[config.mk]
export PLATFORM = sky130hd
export DESIGN_NAME = mcd_cmd_decoder
export DESIGN_NICKNAME = d
export VERILOG_FILES = /design/src/rtl/mcd_pkg.sv /design/src/rtl/mcd_duty_if.sv /design/src/rtl/mcd_duty_meter.sv /design/src/rtl/mcd_cmd_decoder.sv
export SDC_FILE = /design/constraint.sdc
export NUM_CORES = 2
export LEC_CHECK = 0
export BUFFER_PORTS_ARGS = -buffer_cell sky130_fd_sc_hd__buf_4
export CAP_MARGIN = 20
export CORE_ASPECT_RATIO = 1.2
export CORE_UTILIZATION = 42
export DETAILED_ROUTE_END_ITERATION = 12
export GPL_TIMING_DRIVEN = 0
export PLACE_DENSITY_LB_ADDON = 0.15
export SYNTH_ARGS = -nofsm -noshare
export SYNTH_HDL_FRONTEND = slang
export SYNTH_SLANG_ARGS = --single-unit
[constraint.sdc]
create_clock -name mclk_in -period 13.1 [get_ports mclk_in]
set_input_delay 0.655 -clock mclk_in [delete_from_list [all_inputs] [get_ports mclk_in]]
set_output_delay 0.655 -clock mclk_in [all_outputs]
set_load 0.02 [all_outputs]
[src/rtl/mcd_pkg.sv]
package mcd_pkg;

	// ****************************************
	// Clock and timing
	// ****************************************
	localparam int CLK_NS = 20;
	// Constant-level detect: least time, rounded up to whole cycles
	localparam int STUCK_NS = 2000000;
	localparam int STUCK_CYC = (STUCK_NS + CLK_NS - 1) / CLK_NS;
	// Trajectory update period: longest time, rounded down
	localparam int TRAJ_NS = 1000;
	localparam logic [7:0] TRAJ_CYC = 8'(TRAJ_NS / CLK_NS);

	// ****************************************
	// Widths and fixed-point layout
	// ****************************************
	localparam int CNT_W = 16;
	localparam int FRAC = 12;
	localparam int DUTY_W = FRAC + 1;
	localparam logic [DUTY_W-1:0] DUTY_FULL = 13'h1000;
	localparam logic [DUTY_W-1:0] DUTY_HALF = 13'h0800;
	localparam int CMD_W = 16;
	localparam int POS_W = 32;
	localparam logic [15:0] CMD_LIM = 16'h7FFF;

	// ****************************************
	// Modes and formats
	// ****************************************
	typedef enum logic [1:0] {MCD_MODE_CUR, MCD_MODE_VEL, MCD_MODE_POS, MCD_MODE_OFF} mcd_mode_t;
	typedef enum logic {MCD_PWM_ONE, MCD_PWM_TWO} mcd_pwm_fmt_t;
	typedef enum logic [1:0] {MCD_STEP_DIR, MCD_STEP_UPDN, MCD_STEP_QUAD} mcd_step_fmt_t;

endpackage

[src/rtl/mcd_duty_if.sv]
`timescale 1ns/1ps
`default_nettype none

// Measured duty of the PWM pin, held until the next period completes or a constant level forces 0 or full duty
interface mcd_duty_if;
	logic [mcd_pkg::DUTY_W-1:0] duty;
	logic                       valid;
	logic                       stuck_lo;
	logic                       stuck_hi;
	modport src (output duty, output valid, output stuck_lo, output stuck_hi);
	modport snk (input duty, input valid, input stuck_lo, input stuck_hi);
endinterface

`default_nettype wire

[src/rtl/mcd_duty_meter.sv]
`timescale 1ns/1ps
`default_nettype none

module mcd_duty_meter #(
	parameter int STUCK_CYC = mcd_pkg::STUCK_CYC
) (
	// Clock and reset
	input  wire logic clk_in,
	input  wire logic resetn_in,
	// Synchronised PWM level
	input  wire logic pwm_in,
	// Measurement result
	mcd_duty_if.src   duty_if
);
	localparam int CW = mcd_pkg::CNT_W;
	localparam int NW = mcd_pkg::CNT_W + mcd_pkg::FRAC;
	localparam int IW = $clog2(STUCK_CYC + 1);

	logic          pwm_d;
	logic [CW-1:0] per_cnt;
	logic [CW-1:0] hi_cnt;
	logic [CW-1:0] den;
	logic [NW-1:0] num;
	logic [NW-1:0] quo;
	logic [CW:0]   rem;
	logic [5:0]    bits;
	logic          busy;
	logic          armed;
	logic [IW-1:0] idle;

	// ****************************************
	// Edge, divider step and limit decode
	// ****************************************
	wire logic                       rise     = pwm_in & ~pwm_d;
	wire logic                       edge_any = pwm_in ^ pwm_d;
	wire logic                       per_max  = &per_cnt;
	wire logic                       idle_max = (idle == IW'(STUCK_CYC));
	wire logic [CW:0]                rem_sh   = {rem[CW-1:0], num[NW-1]};
	wire logic                       rem_ge   = (rem_sh >= {1'b0, den});
	wire logic [CW:0]                rem_sub  = rem_sh - {1'b0, den};
	wire logic [NW-1:0]              full_ext = NW'(mcd_pkg::DUTY_FULL);
	wire logic [mcd_pkg::DUTY_W-1:0] quo_sat  = (quo > full_ext) ? mcd_pkg::DUTY_FULL
	                                                             : quo[mcd_pkg::DUTY_W-1:0];

	// Period and high-time counters; an overlong period is discarded, not wrapped
	always_ff @(posedge clk_in) begin
		if (!resetn_in) begin
			pwm_d <= 1'b0;
			per_cnt <= '0;
			hi_cnt <= '0;
			armed <= 1'b0;
			idle <= '0;
		end else begin
			pwm_d <= pwm_in;
			idle <= edge_any ? '0 : (idle_max ? idle : idle + 1'b1);
			if (rise) begin
				per_cnt <= CW'(1);
				hi_cnt <= CW'(1);
				armed <= 1'b1;
			end else if (!per_max) begin
				per_cnt <= per_cnt + 1'b1;
				hi_cnt <= hi_cnt + CW'(pwm_in);
			end else begin
				armed <= 1'b0;
			end
		end
	end

	// Serial divide high/period; constant level forces 0 or full duty
	always_ff @(posedge clk_in) begin
		if (!resetn_in) begin
			busy <= 1'b0;
			bits <= '0;
			num <= '0;
			den <= '0;
			quo <= '0;
			rem <= '0;
			duty_if.duty <= '0;
			duty_if.valid <= 1'b0;
			duty_if.stuck_lo <= 1'b0;
			duty_if.stuck_hi <= 1'b0;
		end else begin
			duty_if.valid <= 1'b0;
			duty_if.stuck_lo <= idle_max & ~pwm_d;
			duty_if.stuck_hi <= idle_max & pwm_d;
			if (rise && armed && !busy) begin
				num <= {hi_cnt, mcd_pkg::FRAC'(0)};
				den <= per_cnt;
				rem <= '0;
				quo <= '0;
				bits <= 6'(NW);
				busy <= 1'b1;
			end else if (busy && bits != 6'h00) begin
				rem <= rem_ge ? rem_sub : rem_sh;
				quo <= {quo[NW-2:0], rem_ge};
				num <= num << 1;
				bits <= bits - 1'b1;
			end else if (busy) begin
				busy <= 1'b0;
				duty_if.duty <= quo_sat;
				duty_if.valid <= 1'b1;
			end else if (idle_max) begin
				duty_if.duty <= pwm_d ? mcd_pkg::DUTY_FULL : '0;
			end
		end
	end

endmodule

`default_nettype wire

[src/rtl/mcd_cmd_decoder.sv]
// Functional notes
// - PWM input: one-wire or two-wire format.
// - One-wire: half duty zero, signed either side.
// - PWM drives current or velocity command.
// - Two-wire: duty magnitude, polarity pin sign.
// - Two-wire: 0% zero, 100% maximum, linear.
// - Option inverts two-wire duty mapping.
// - Protection turns 0%/100% duty into zero.
// - Position inputs: step/dir, up/down, quadrature.
// - Invert bit reverses decoded position sign.
// - Step pulse moves one step, direction signs.
// - Rising or falling step edge selectable.
// - Programmable position change per step.
// - Up pulses add, down pulses subtract.
// - Quadrature phase gives speed and direction.
// - Quadrature count scale programmable.
// - Trajectory limits acceleration in position mode.
// - Zero acceleration limit bypasses trajectory.
`timescale 1ns/1ps
`default_nettype none

module mcd_cmd_decoder #(
	parameter int STUCK_CYC = mcd_pkg::STUCK_CYC
) (
	// Clock and reset
	input  wire logic                           mclk_in,
	input  wire logic                           resetn_in,
	// Command pins from the motion controller
	input  wire logic                           cmd_a_in,
	input  wire logic                           cmd_b_in,
	// Mode and PWM configuration
	input  wire mcd_pkg::mcd_mode_t             mode_in,
	input  wire mcd_pkg::mcd_pwm_fmt_t          pwm_fmt_in,
	input  wire logic                           pwm_invert_in,
	input  wire logic                           pwm_protect_in,
	input  wire logic [15:0]                    pwm_scale_in,
	// Position input configuration
	input  wire mcd_pkg::mcd_step_fmt_t         step_fmt_in,
	input  wire logic                           step_invert_in,
	input  wire logic                           step_fall_edge_in,
	input  wire logic signed [15:0]             gear_in,
	input  wire logic [15:0]                    max_accel_in,
	input  wire logic [15:0]                    max_vel_in,
	// Decoded commands and status
	output var  logic signed [mcd_pkg::CMD_W-1:0] cur_cmd_out,
	output var  logic signed [mcd_pkg::CMD_W-1:0] vel_cmd_out,
	output var  logic signed [mcd_pkg::POS_W-1:0] pos_cmd_out,
	output var  logic signed [mcd_pkg::POS_W-1:0] pos_target_out,
	output var  logic                           pwm_stuck_out
);
	localparam int PW = mcd_pkg::DUTY_W + 2;

	// Saturate a signed value to plus or minus an unsigned limit
	function automatic logic signed [31:0] clamp(input logic signed [31:0] v,
	                                             input logic [15:0] lim);
		logic signed [31:0] l;
		l = $signed({16'h0000, lim});
		if (v > l) begin
			return l;
		end else if (v < -l) begin
			return -l;
		end
		return v;
	endfunction

	// Quadrature step from {a_old, b_old, a_new, b_new}
	function automatic logic signed [1:0] quad_dir(input logic [3:0] ab);
		case (ab)
			4'h2, 4'hB, 4'hD, 4'h4: return 2'sb01;
			4'h1, 4'h7, 4'hE, 4'h8: return 2'sb11;
			default: return 2'sb00;
		endcase
	endfunction

	// ****************************************
	// Pin synchronisers
	// ****************************************
	logic a_s1;
	logic a_s2;
	logic a_s3;
	logic b_s1;
	logic b_s2;
	logic b_s3;

	// Stage 1 feeds only stage 2; stage 3 is the edge-detect history
	always_ff @(posedge mclk_in) begin
		if (!resetn_in) begin
			{a_s1, a_s2, a_s3} <= 3'h0;
			{b_s1, b_s2, b_s3} <= 3'h0;
		end else begin
			{a_s1, a_s2, a_s3} <= {cmd_a_in, a_s1, a_s2};
			{b_s1, b_s2, b_s3} <= {cmd_b_in, b_s1, b_s2};
		end
	end

	// ****************************************
	// PWM duty decode
	// ****************************************
	mcd_duty_if duty_if ();

	mcd_duty_meter #(
		.STUCK_CYC (STUCK_CYC)
	) u_meter (
		.clk_in    (mclk_in),
		.resetn_in (resetn_in),
		.pwm_in    (a_s2),
		.duty_if   (duty_if.src)
	);

	// One-wire is centred on half duty; two-wire takes sign from the polarity pin
	wire logic [mcd_pkg::DUTY_W-1:0] duty     = duty_if.duty;
	wire logic signed [PW-1:0]       one_raw  = $signed({2'b00, duty})
	                                            - $signed({2'b00, mcd_pkg::DUTY_HALF});
	wire logic signed [PW-1:0]       one_v    = one_raw <<< 1;
	wire logic [mcd_pkg::DUTY_W-1:0] two_mag  = pwm_invert_in ? mcd_pkg::DUTY_FULL - duty : duty;
	wire logic signed [PW-1:0]       two_pos  = $signed({2'b00, two_mag});
	wire logic signed [PW-1:0]       two_v    = b_s2 ? two_pos : -two_pos;
	wire logic signed [PW-1:0]       one_sel  = pwm_invert_in ? -one_v : one_v;
	wire logic                       at_limit = duty_if.stuck_lo | duty_if.stuck_hi
	                                            | duty == '0 | duty == mcd_pkg::DUTY_FULL;
	wire logic                       force_z  = pwm_protect_in & at_limit;
	wire logic signed [PW-1:0]       pwm_val  = force_z ? '0
	                                            : (pwm_fmt_in == mcd_pkg::MCD_PWM_TWO) ? two_v
	                                            : one_sel;
	// Both factors widened first so the product is formed at full width
	wire logic signed [31:0]         pwm_prod = 32'(pwm_val) * 32'($signed({1'b0, pwm_scale_in}));
	wire logic signed [31:0]         pwm_sat  = clamp(pwm_prod >>> mcd_pkg::FRAC,
	                                                  mcd_pkg::CMD_LIM);
	wire logic                       is_cur   = (mode_in == mcd_pkg::MCD_MODE_CUR);
	wire logic                       is_vel   = (mode_in == mcd_pkg::MCD_MODE_VEL);

	// Route the scaled PWM value to the loop the mode selects
	always_ff @(posedge mclk_in) begin
		if (!resetn_in) begin
			cur_cmd_out <= '0;
			vel_cmd_out <= '0;
			pwm_stuck_out <= 1'b0;
		end else begin
			cur_cmd_out <= is_cur ? pwm_sat[mcd_pkg::CMD_W-1:0] : '0;
			vel_cmd_out <= is_vel ? pwm_sat[mcd_pkg::CMD_W-1:0] : '0;
			pwm_stuck_out <= duty_if.stuck_lo | duty_if.stuck_hi;
		end
	end

	// ****************************************
	// Position step decode
	// ****************************************
	// Direction is sampled on the active step edge, after synchronising
	wire logic              a_act    = step_fall_edge_in ? (a_s3 & ~a_s2) : (a_s2 & ~a_s3);
	wire logic              b_act    = step_fall_edge_in ? (b_s3 & ~b_s2) : (b_s2 & ~b_s3);
	wire logic signed [1:0] dir_sgn  = a_act ? (b_s2 ? 2'sb01 : 2'sb11) : 2'sb00;
	wire logic signed [1:0] updn_sgn = (a_act == b_act) ? 2'sb00
	                                   : (a_act ? 2'sb01 : 2'sb11);
	wire logic signed [1:0] quad_sgn = quad_dir({a_s3, b_s3, a_s2, b_s2});
	wire logic signed [1:0] raw_sgn  = (step_fmt_in == mcd_pkg::MCD_STEP_DIR)  ? dir_sgn
	                                   : (step_fmt_in == mcd_pkg::MCD_STEP_UPDN) ? updn_sgn
	                                   : (step_fmt_in == mcd_pkg::MCD_STEP_QUAD) ? quad_sgn
	                                   : 2'sb00;
	wire logic signed [1:0] step_sgn = step_invert_in ? -raw_sgn : raw_sgn;
	wire logic signed [31:0] gear_ext = 32'(gear_in);
	wire logic               is_pos   = (mode_in == mcd_pkg::MCD_MODE_POS);
	wire logic signed [31:0] step_delta = !is_pos ? 32'sh0
	                                      : (step_sgn == 2'sb01) ? gear_ext
	                                      : (step_sgn == 2'sb11) ? -gear_ext : 32'sh0;

	// Accumulate geared steps into the position target
	always_ff @(posedge mclk_in) begin
		if (!resetn_in) begin
			pos_target_out <= '0;
		end else begin
			pos_target_out <= pos_target_out + step_delta;
		end
	end

	// ****************************************
	// Trajectory limiter
	// ****************************************
	logic [7:0]         tick_cnt;
	logic signed [31:0] vel;

	// Velocity tracks the position error under speed and acceleration caps.
	// No deceleration look-ahead: a large step may overshoot slightly.
	wire logic               tick     = (tick_cnt == mcd_pkg::TRAJ_CYC - 8'h01);
	wire logic               bypass   = (max_accel_in == 16'h0000);
	wire logic signed [31:0] want_vel = clamp(pos_target_out - pos_cmd_out, max_vel_in);
	wire logic signed [31:0] next_vel = vel + clamp(want_vel - vel, max_accel_in);

	// Tick divider and trajectory state
	always_ff @(posedge mclk_in) begin
		if (!resetn_in) begin
			tick_cnt <= '0;
			vel <= '0;
			pos_cmd_out <= '0;
		end else begin
			tick_cnt <= tick ? 8'h00 : tick_cnt + 8'h01;
			if (bypass) begin
				vel <= '0;
				pos_cmd_out <= pos_target_out;
			end else if (tick) begin
				vel <= next_vel;
				pos_cmd_out <= pos_cmd_out + next_vel;
			end
		end
	end
endmodule

`default_nettype wire

* Yosys cells after proc, flatten, opt, wreduce, memory -nomap -nowiden
Memories as Yosys holds them, arrays and structs flattened. A register that Yosys moved wholly into a read port is not among the register bits.
Index checks and enable logic that the tools add are counted.
** Word-level totals
- Output and inout bits :: 97
- Memories :: 1
- ROM bits :: 32
- Register bits :: 291
- Logic and storage cells :: 163
** Memories
- (name not given) :: words 16, bits a word 2, read ports 1, clocked after Yosys merged registers in 1, wr ports 0, RTL line mcd_cmd_decoder.sv:68 : case (ab)
** Cells by class
- Multipliers :: 1
- Multiplexer cells :: 53
- Reductions and logical operators :: 22
- Magnitude comparators :: 8
- Bitwise logic cells :: 18
- Add/sub/neg operators :: 19
- Equality and inequality tests :: 12
** Operator list (number)
- 32-bit 2-to-1 mux :: 11
- 32-bit adder :: 3
- 16-bit negation with 32-bit output :: 3
- 13-bit 2-to-1 mux :: 5
- 32-bit by 17-bit > comparator with 1-bit output :: 2
- 32-bit < comparator :: 2
- 16-bit 2-to-1 mux :: 4
- 32-bit subtractor :: 2
- 15-bit 2-to-1 mux :: 4
- 28-bit 2-to-1 mux :: 2
- 15-bit by 17-bit multiplier with 32-bit output :: 1
- 28-bit by 13-bit > comparator with 1-bit output, second input constant :: 1
- 20-bit by 16-bit > comparator with 1-bit output, second input constant :: 1
- 20-bit by 16-bit < comparator with 1-bit output, second input constant :: 1
- 17-bit by 1-bit adder with 17-bit output, second input constant :: 1
- 17-bit equality test, second input constant :: 1
- 17-bit by 16-bit >= comparator with 1-bit output :: 1
- 16-bit by 1-bit adder with 16-bit output :: 1
- 16-bit by 1-bit adder with 16-bit output, second input constant :: 1
- 16-bit logical NOT :: 1
- 1-bit 2-to-1 mux :: 16
- 2-bit 2-to-1 mux :: 8
- 16-bit AND reduction :: 1
- 16-bit subtractor :: 1
- 28 further kinds :: 59

* Longest topological paths before layout
- Word-level depth :: 14
- Depth in mapped cells :: 76
- Mapped depth without buffers :: 74

* Hierarchy
A second synthesis with hierarchy kept.
** Unflattened totals
- Cells, all modules :: 4284
- Area, all modules :: 33220.6 um^2
** By module, submodules not included
- mcd_cmd_decoder :: cells an instance 3461, area each 26350.3 um^2, instances 1
- mcd_duty_meter :: cells an instance 823, area each 6870.3 um^2, instances 1

* Worst setup path after synthesis
No wires, ideal clock.
- Kind :: register to register
- Start :: register pos_cmd_out[9] (netlist name)
- End :: register pos_cmd_out[31] (netlist name)
- Library setup time :: 132 ps
- Period minus slack after synthesis :: 14425 ps
- Cell stages (with the launch flop) :: 71
- Slack :: -1325 ps
- Arrival :: 14293 ps
- Cell sequence :: dfxtp_1 -> inv_1 -> ha_1 -> a21oi_1 -> a21boi_0 -> a2111o_1 -> o21ai_0 -> nand2_1 -> o31ai_1 -> xor2_1 -> inv_1 -> ha_1 -> a21o_1 -> a21o_1 -> a21oi_1 -> o2111ai_1 -> a21o_1 -> a311o_1 -> [35 not listed] -> o21bai_1 -> a21o_1 -> a41oi_1 -> a21oi_1 -> a41oi_1 -> nor4b_1 -> nor2_1 -> xor2_1 -> ha_1 -> clkbuf_1 -> a21o_1 -> a21oi_1 -> o21ai_0 -> a21o_1 -> or2_2 -> mux2i_1 -> xnor2_1 -> o21ai_0
** On the way
- Word-level cells in the longest chain between the ends :: 14
** Ends and longest elaborated chain
- from (decl) :: RTL line mcd_cmd_decoder.sv:47 : output var logic signed [mcd_pkg::POS_W-1:0] pos_cmd_out,
- from (signal assigned) :: RTL line mcd_cmd_decoder.sv:198 : pos_cmd_out <= pos_target_out;
- from (signal assigned) :: RTL line mcd_cmd_decoder.sv:201 : pos_cmd_out <= pos_cmd_out + next_vel;
- 32-bit subtractor (*) :: RTL line mcd_cmd_decoder.sv:185 : wire logic signed [31:0] want_vel = clamp(pos_target_out - pos_cmd_out, max_vel_in);
- 32-bit < comparator :: RTL line mcd_cmd_decoder.sv:60 : end else if (v < -l) begin
- 1-bit 2-to-1 mux :: RTL line mcd_cmd_decoder.sv:60
- 1-bit 2-to-1 mux :: RTL line mcd_cmd_decoder.sv:58 : if (v > l) begin
- 32-bit 2-to-1 mux (*) :: RTL line mcd_cmd_decoder.sv:63 : return v;
- 32-bit subtractor (*) :: RTL line mcd_cmd_decoder.sv:186 : wire logic signed [31:0] next_vel = vel + clamp(want_vel - vel, max_accel_in);
- 32-bit < comparator :: RTL line mcd_cmd_decoder.sv:60
- 1-bit 2-to-1 mux :: RTL line mcd_cmd_decoder.sv:60
- 1-bit 2-to-1 mux :: RTL line mcd_cmd_decoder.sv:58
- 32-bit 2-to-1 mux (*) :: RTL line mcd_cmd_decoder.sv:63
- 32-bit adder (*) :: RTL line mcd_cmd_decoder.sv:186
- net next_vel[28] :: RTL line mcd_cmd_decoder.sv:186
- 32-bit adder (*) :: RTL line mcd_cmd_decoder.sv:201
- 32-bit 2-to-1 mux (*) :: RTL line mcd_cmd_decoder.sv:199 : end else if (tick) begin
- 32-bit 2-to-1 mux (*) :: RTL line mcd_cmd_decoder.sv:196 : if (bypass) begin
Mark *: on every way through the listed nets, which the timed path passes. The rest lies on a longest branch. The select of a mux whose other input is x is not followed.
A chain may end at the register's enable or synchronous reset.

* Worst setup path in the final report
- Start :: register pos_cmd_out[8] (netlist name)
- End :: register pos_cmd_out[29] (netlist name)
The elaborated chain is that of the path after synthesis.

==> results.toml <==
[sta]
relSlewSlack_pct = 27.5
tightest_slew_ns = 1.08
grt_setup_unrepaired = "yes"
finalSetupViolCount = 15
fmax_mhz = 71.8
period_minus_slack_ns = 13.92
fin_tns_setup_ns = -6.44
setup_ws_ns = -0.823
finalHoldViolCount = 0
period_share_pct = 106
hold_ws_ns = 0.254
slew_violations = 0
clock-skew-final_ns = 0.0175

[synthesis]
yosys-top-cells-area = "dfxtp_1 18%, ha_1 15%, fa_1 12%"
synthFlopType = "dfxtp_1"
netlist_area_sq_um = 32400
synth_top_family_by_area = "adder cells"
yosysTopAreaCellShare_pct = 18.1
yosys_register_bits = 293
postSynthAreaPerCell_sq_um = 7.77
yosys_warnings = 0
seq_area_frac_synth_pct = 18.1
yosysTopAreaCell = "dfxtp_1"
synth_fa_ha_area_share_pct = 27.0
synth_edf_count = 0
synth_nets = 4824
synth_xor_area_share_pct = 7.28
synth_cells = 4161
synthSimpleGateAreaFrac_pct = 21.3
synth_compound_area_share_pct = 18.3
synth_mux_area_share_pct = 1.25
ys_async_sr_fraction_pct = 0
synth_cell_type_count = 80

[die]
num_rows = 111
die_w_microns = 255
core_area_sq_um = 76200
die_y_microns = 306
initial_utilization_pct = 42.4
ioPinCount = 174
die_area_sq_um = 78100

[cells_and_area]
drive_gt1_share_pct = 14.1
area_growth_pct = 19.0
multiInputGateArea_sq_um = 25800
stdcell_count = 5511
fin_nets = 5132
regArea_sq_um = 5920
nFillCells = 7495

[clock_tree]
cts-root-buf = "clkbuf_16"
ctsHoldBuffers = 0
cts-htree-levels = 1
tritoncts = "done"
cts_made_buffers = 30
cts.sink_count = 293
cts_max_path_buffers = 3
clock_latency_ns = 0.60
clkTransAtPathRegs_ns = 0.07

[pwr]
powerDensity_nw_per_um2 = 169
irDropWorstVdd_uv = 115
power_mw = 6.49
p_leak_nw = 17.3

[detailed_routing]
drtPass1Iterations = 10
via_per_inst = 5.41
wl_mm = 99.4
first_iter_violations = 1676
drc = 0
routedWlPerCell_microns = 18.0
vias = 29800
ant_nets = 0

[global_routing]
grt_start_max_net_pins = 17
gr-usage-all-layers_pct = 24.8
grt_pass1_wl_mm = 157
grt_pass1_vias = 29000
grt_overflow_total = 0
antenna_found_initial = 0

[setup_path]
crit_fanout = 7
crit_buf_inv = 10
required_ns = 13.63
rrSetupSlack_ns = -0.82
end_kind = "register"
crit_slowest_cell = "a2111oi_4"
slowest_delay_ns = 0.43
arrival_ns = 14.45
startpoint_type = "register"
cp_common_cell = "a21o_1"
critical_path_class = "register to register"
cp_top_family = "compound AO/OA/AOI/OAI gates"

[run_status]
status = "complete, but fails checks"
violations = "setup timing"

[placed_design]
place_ws_ns = -3.14
io_buffers = 168
placed_cells = 5353
gp_congestion = 0.912
dp_hpwl_mm = 79.5

[min_path]
hold_path_class = "primary input to register"

[flow_run]
maxCapViolCount = 0
power breakdown:
part | internal, mW | switching [mW] | leakage [nW]
sequential | 0.903 | 0.0144 | 2.38
clock | 0.496 | 0.396 | 0.491
combinational | 1.97 | 2.71 | 14.4
cells in the final DEF (no fill, tap or decap), types with 16 or more instances in the layout:
cell / netlist / final
and2_1: 110 / 106
fa_1: 186 / 184
or3_1: 33 / 30
xnor2_1: 164 / 143
buf_1: 22 / 21
o21ai_0: 164 / 126
clkbuf_16: 0 / 31
nor2b_1: 45 / 43
nor3_1: 87 / 78
nor2_1: 355 / 347
dfxtp_2: 0 / 16
inv_1: 411 / 403
o21ai_1: 3 / 21
a21oi_1: 336 / 300
nand3_1: 68 / 64
a211oi_1: 50 / 41
clkbuf_1: 143 / 124
a21oi_2: 1 / 32
mux2i_1: 37 / 37
dfxtp_1: 293 / 268
nor4_1: 42 / 38
a311oi_1: 22 / 18
nand2_1: 505 / 502
xnor2_2: 0 / 19
a21o_1: 86 / 85
buf_4: 0 / 272
o21a_1: 40 / 39
a22oi_1: 35 / 34
xor2_1: 105 / 99
ha_4: 0 / 21
o211ai_1: 24 / 24
nand2b_1: 58 / 57
o21bai_1: 24 / 23
and3_1: 44 / 44
ha_1: 400 / 364
nand4_1: 50 / 50
worst register-to-register path: cells and delay by family, from the launching register on:
kind	cells	cell delay (ns)
simple gates	14	1.87
compound gates	40	8.15
buf+inv	10	1.18
flops	1	0.39
xor+xnor	4	0.76
fa+ha+maj	6	1.50
cell usage after synthesis (all sizes together), types with 10 or more instances:
cell type,instances
o21a,40
a211oi,50
o41ai,12
a21boi,11
a31oi,22
and4,10
ha,400
xor2,105
o21ai,167
nand4,50
buf,24
a211o,10
dfxtp,293
nor2,355
or2,11
mux2i,37
nand3,68
nand2b,58
clkbuf,143
xnor2,164
and2,110
a22oi,35
a21o,86
a311oi,22
nor3,87
nand2,505
nor4,42
a21oi,337
nor2b,45
o21bai,24
or3,33
and3,44
fa,186
inv,412
o31ai,14
o211ai,25
a2111oi,10
layout make-up:
class | instances | share of cell area (%)
Multi-Input combinational cell | 3288 | 67.1
Clock inverter | 14 | 0.432
Tap cell | 1017 | 3.30
Clock buffer | 42 | 2.20
Sequential cell | 293 | 15.4
Timing Repair Buffer | 284 | 5.59
Buffer | 159 | 1.97
Inverter | 413 | 4.04
Antenna cell | 1 | 0.00650
final timing paths:
check	startpoint	end	cells after the start
max reg2reg	pos_cmd_out[8]	pos_cmd_out[29]	74
max	pos_cmd_out[8]	pos_cmd_out[29]	74
min reg2reg	u_meter.num[15]	u_meter.num[15]	2
min	cmd_b_in	b_s1	2
kinds of logic (layout without fill, tap and decap cells):
group                    after synthesis  in the layout
adder cells (fa/ha/maj)              587            587
AND/OR/NAND/NOR                     1459           1459
other                                  0              1
buffers and inverters                580            912
XOR/XNOR                             269            269
AO/OA/AOI/OAI                        933            933
flip-flops                           293            293
multiplexers                          40             40
timing repair:
item / in CTS / in global routing
setup endpoints to repair: 51 / 35
gates cloned: 0 / 0
endpoints found under the hold margin: 0 / 0
resized for setup: 189 / 148
pin swaps: 115 / 113
setup buffers: 65 / 42
through the flow:
stage          utilization, %  area, sq um
3_5_place_dp             46.3        35300
3_3_place_gp             46.2        35200
4_1_cts                  49.3        37600
2_1_floorplan               -        32700
6_report                 50.5        38500
5_1_grt                  50.5        38500
flip-flops by register name, summed over array words and instances, names as in the netlist, 2 cells and up:
| register | cells |
|---|---|
| cur_cmd_out | 16 |
| pos_cmd_out | 32 |
| pos_target_out | 32 |
| quad_sgn | 2 |
| tick_cnt | 8 |
| u_meter.bits | 6 |
| u_meter.den | 16 |
| u_meter.duty_if.duty | 13 |
| u_meter.hi_cnt | 16 |
| u_meter.idle | 17 |
| u_meter.num | 16 |
| u_meter.per_cnt | 16 |
| u_meter.quo | 28 |
| u_meter.rem | 16 |
| vel | 32 |
| vel_cmd_out | 16 |
metal layers:
layer	vias up	share of wire, %	wire [microns]	track usage [%]
met5	-	0	0	0
li1	14900	-	-	-
met4	0	2.3	2330	6.05
met2	557	47	47200	42.5
met1	14200	46	45500	33.4
met3	112	4.4	4410	2.42
Power figures use the tool's default switching activity.
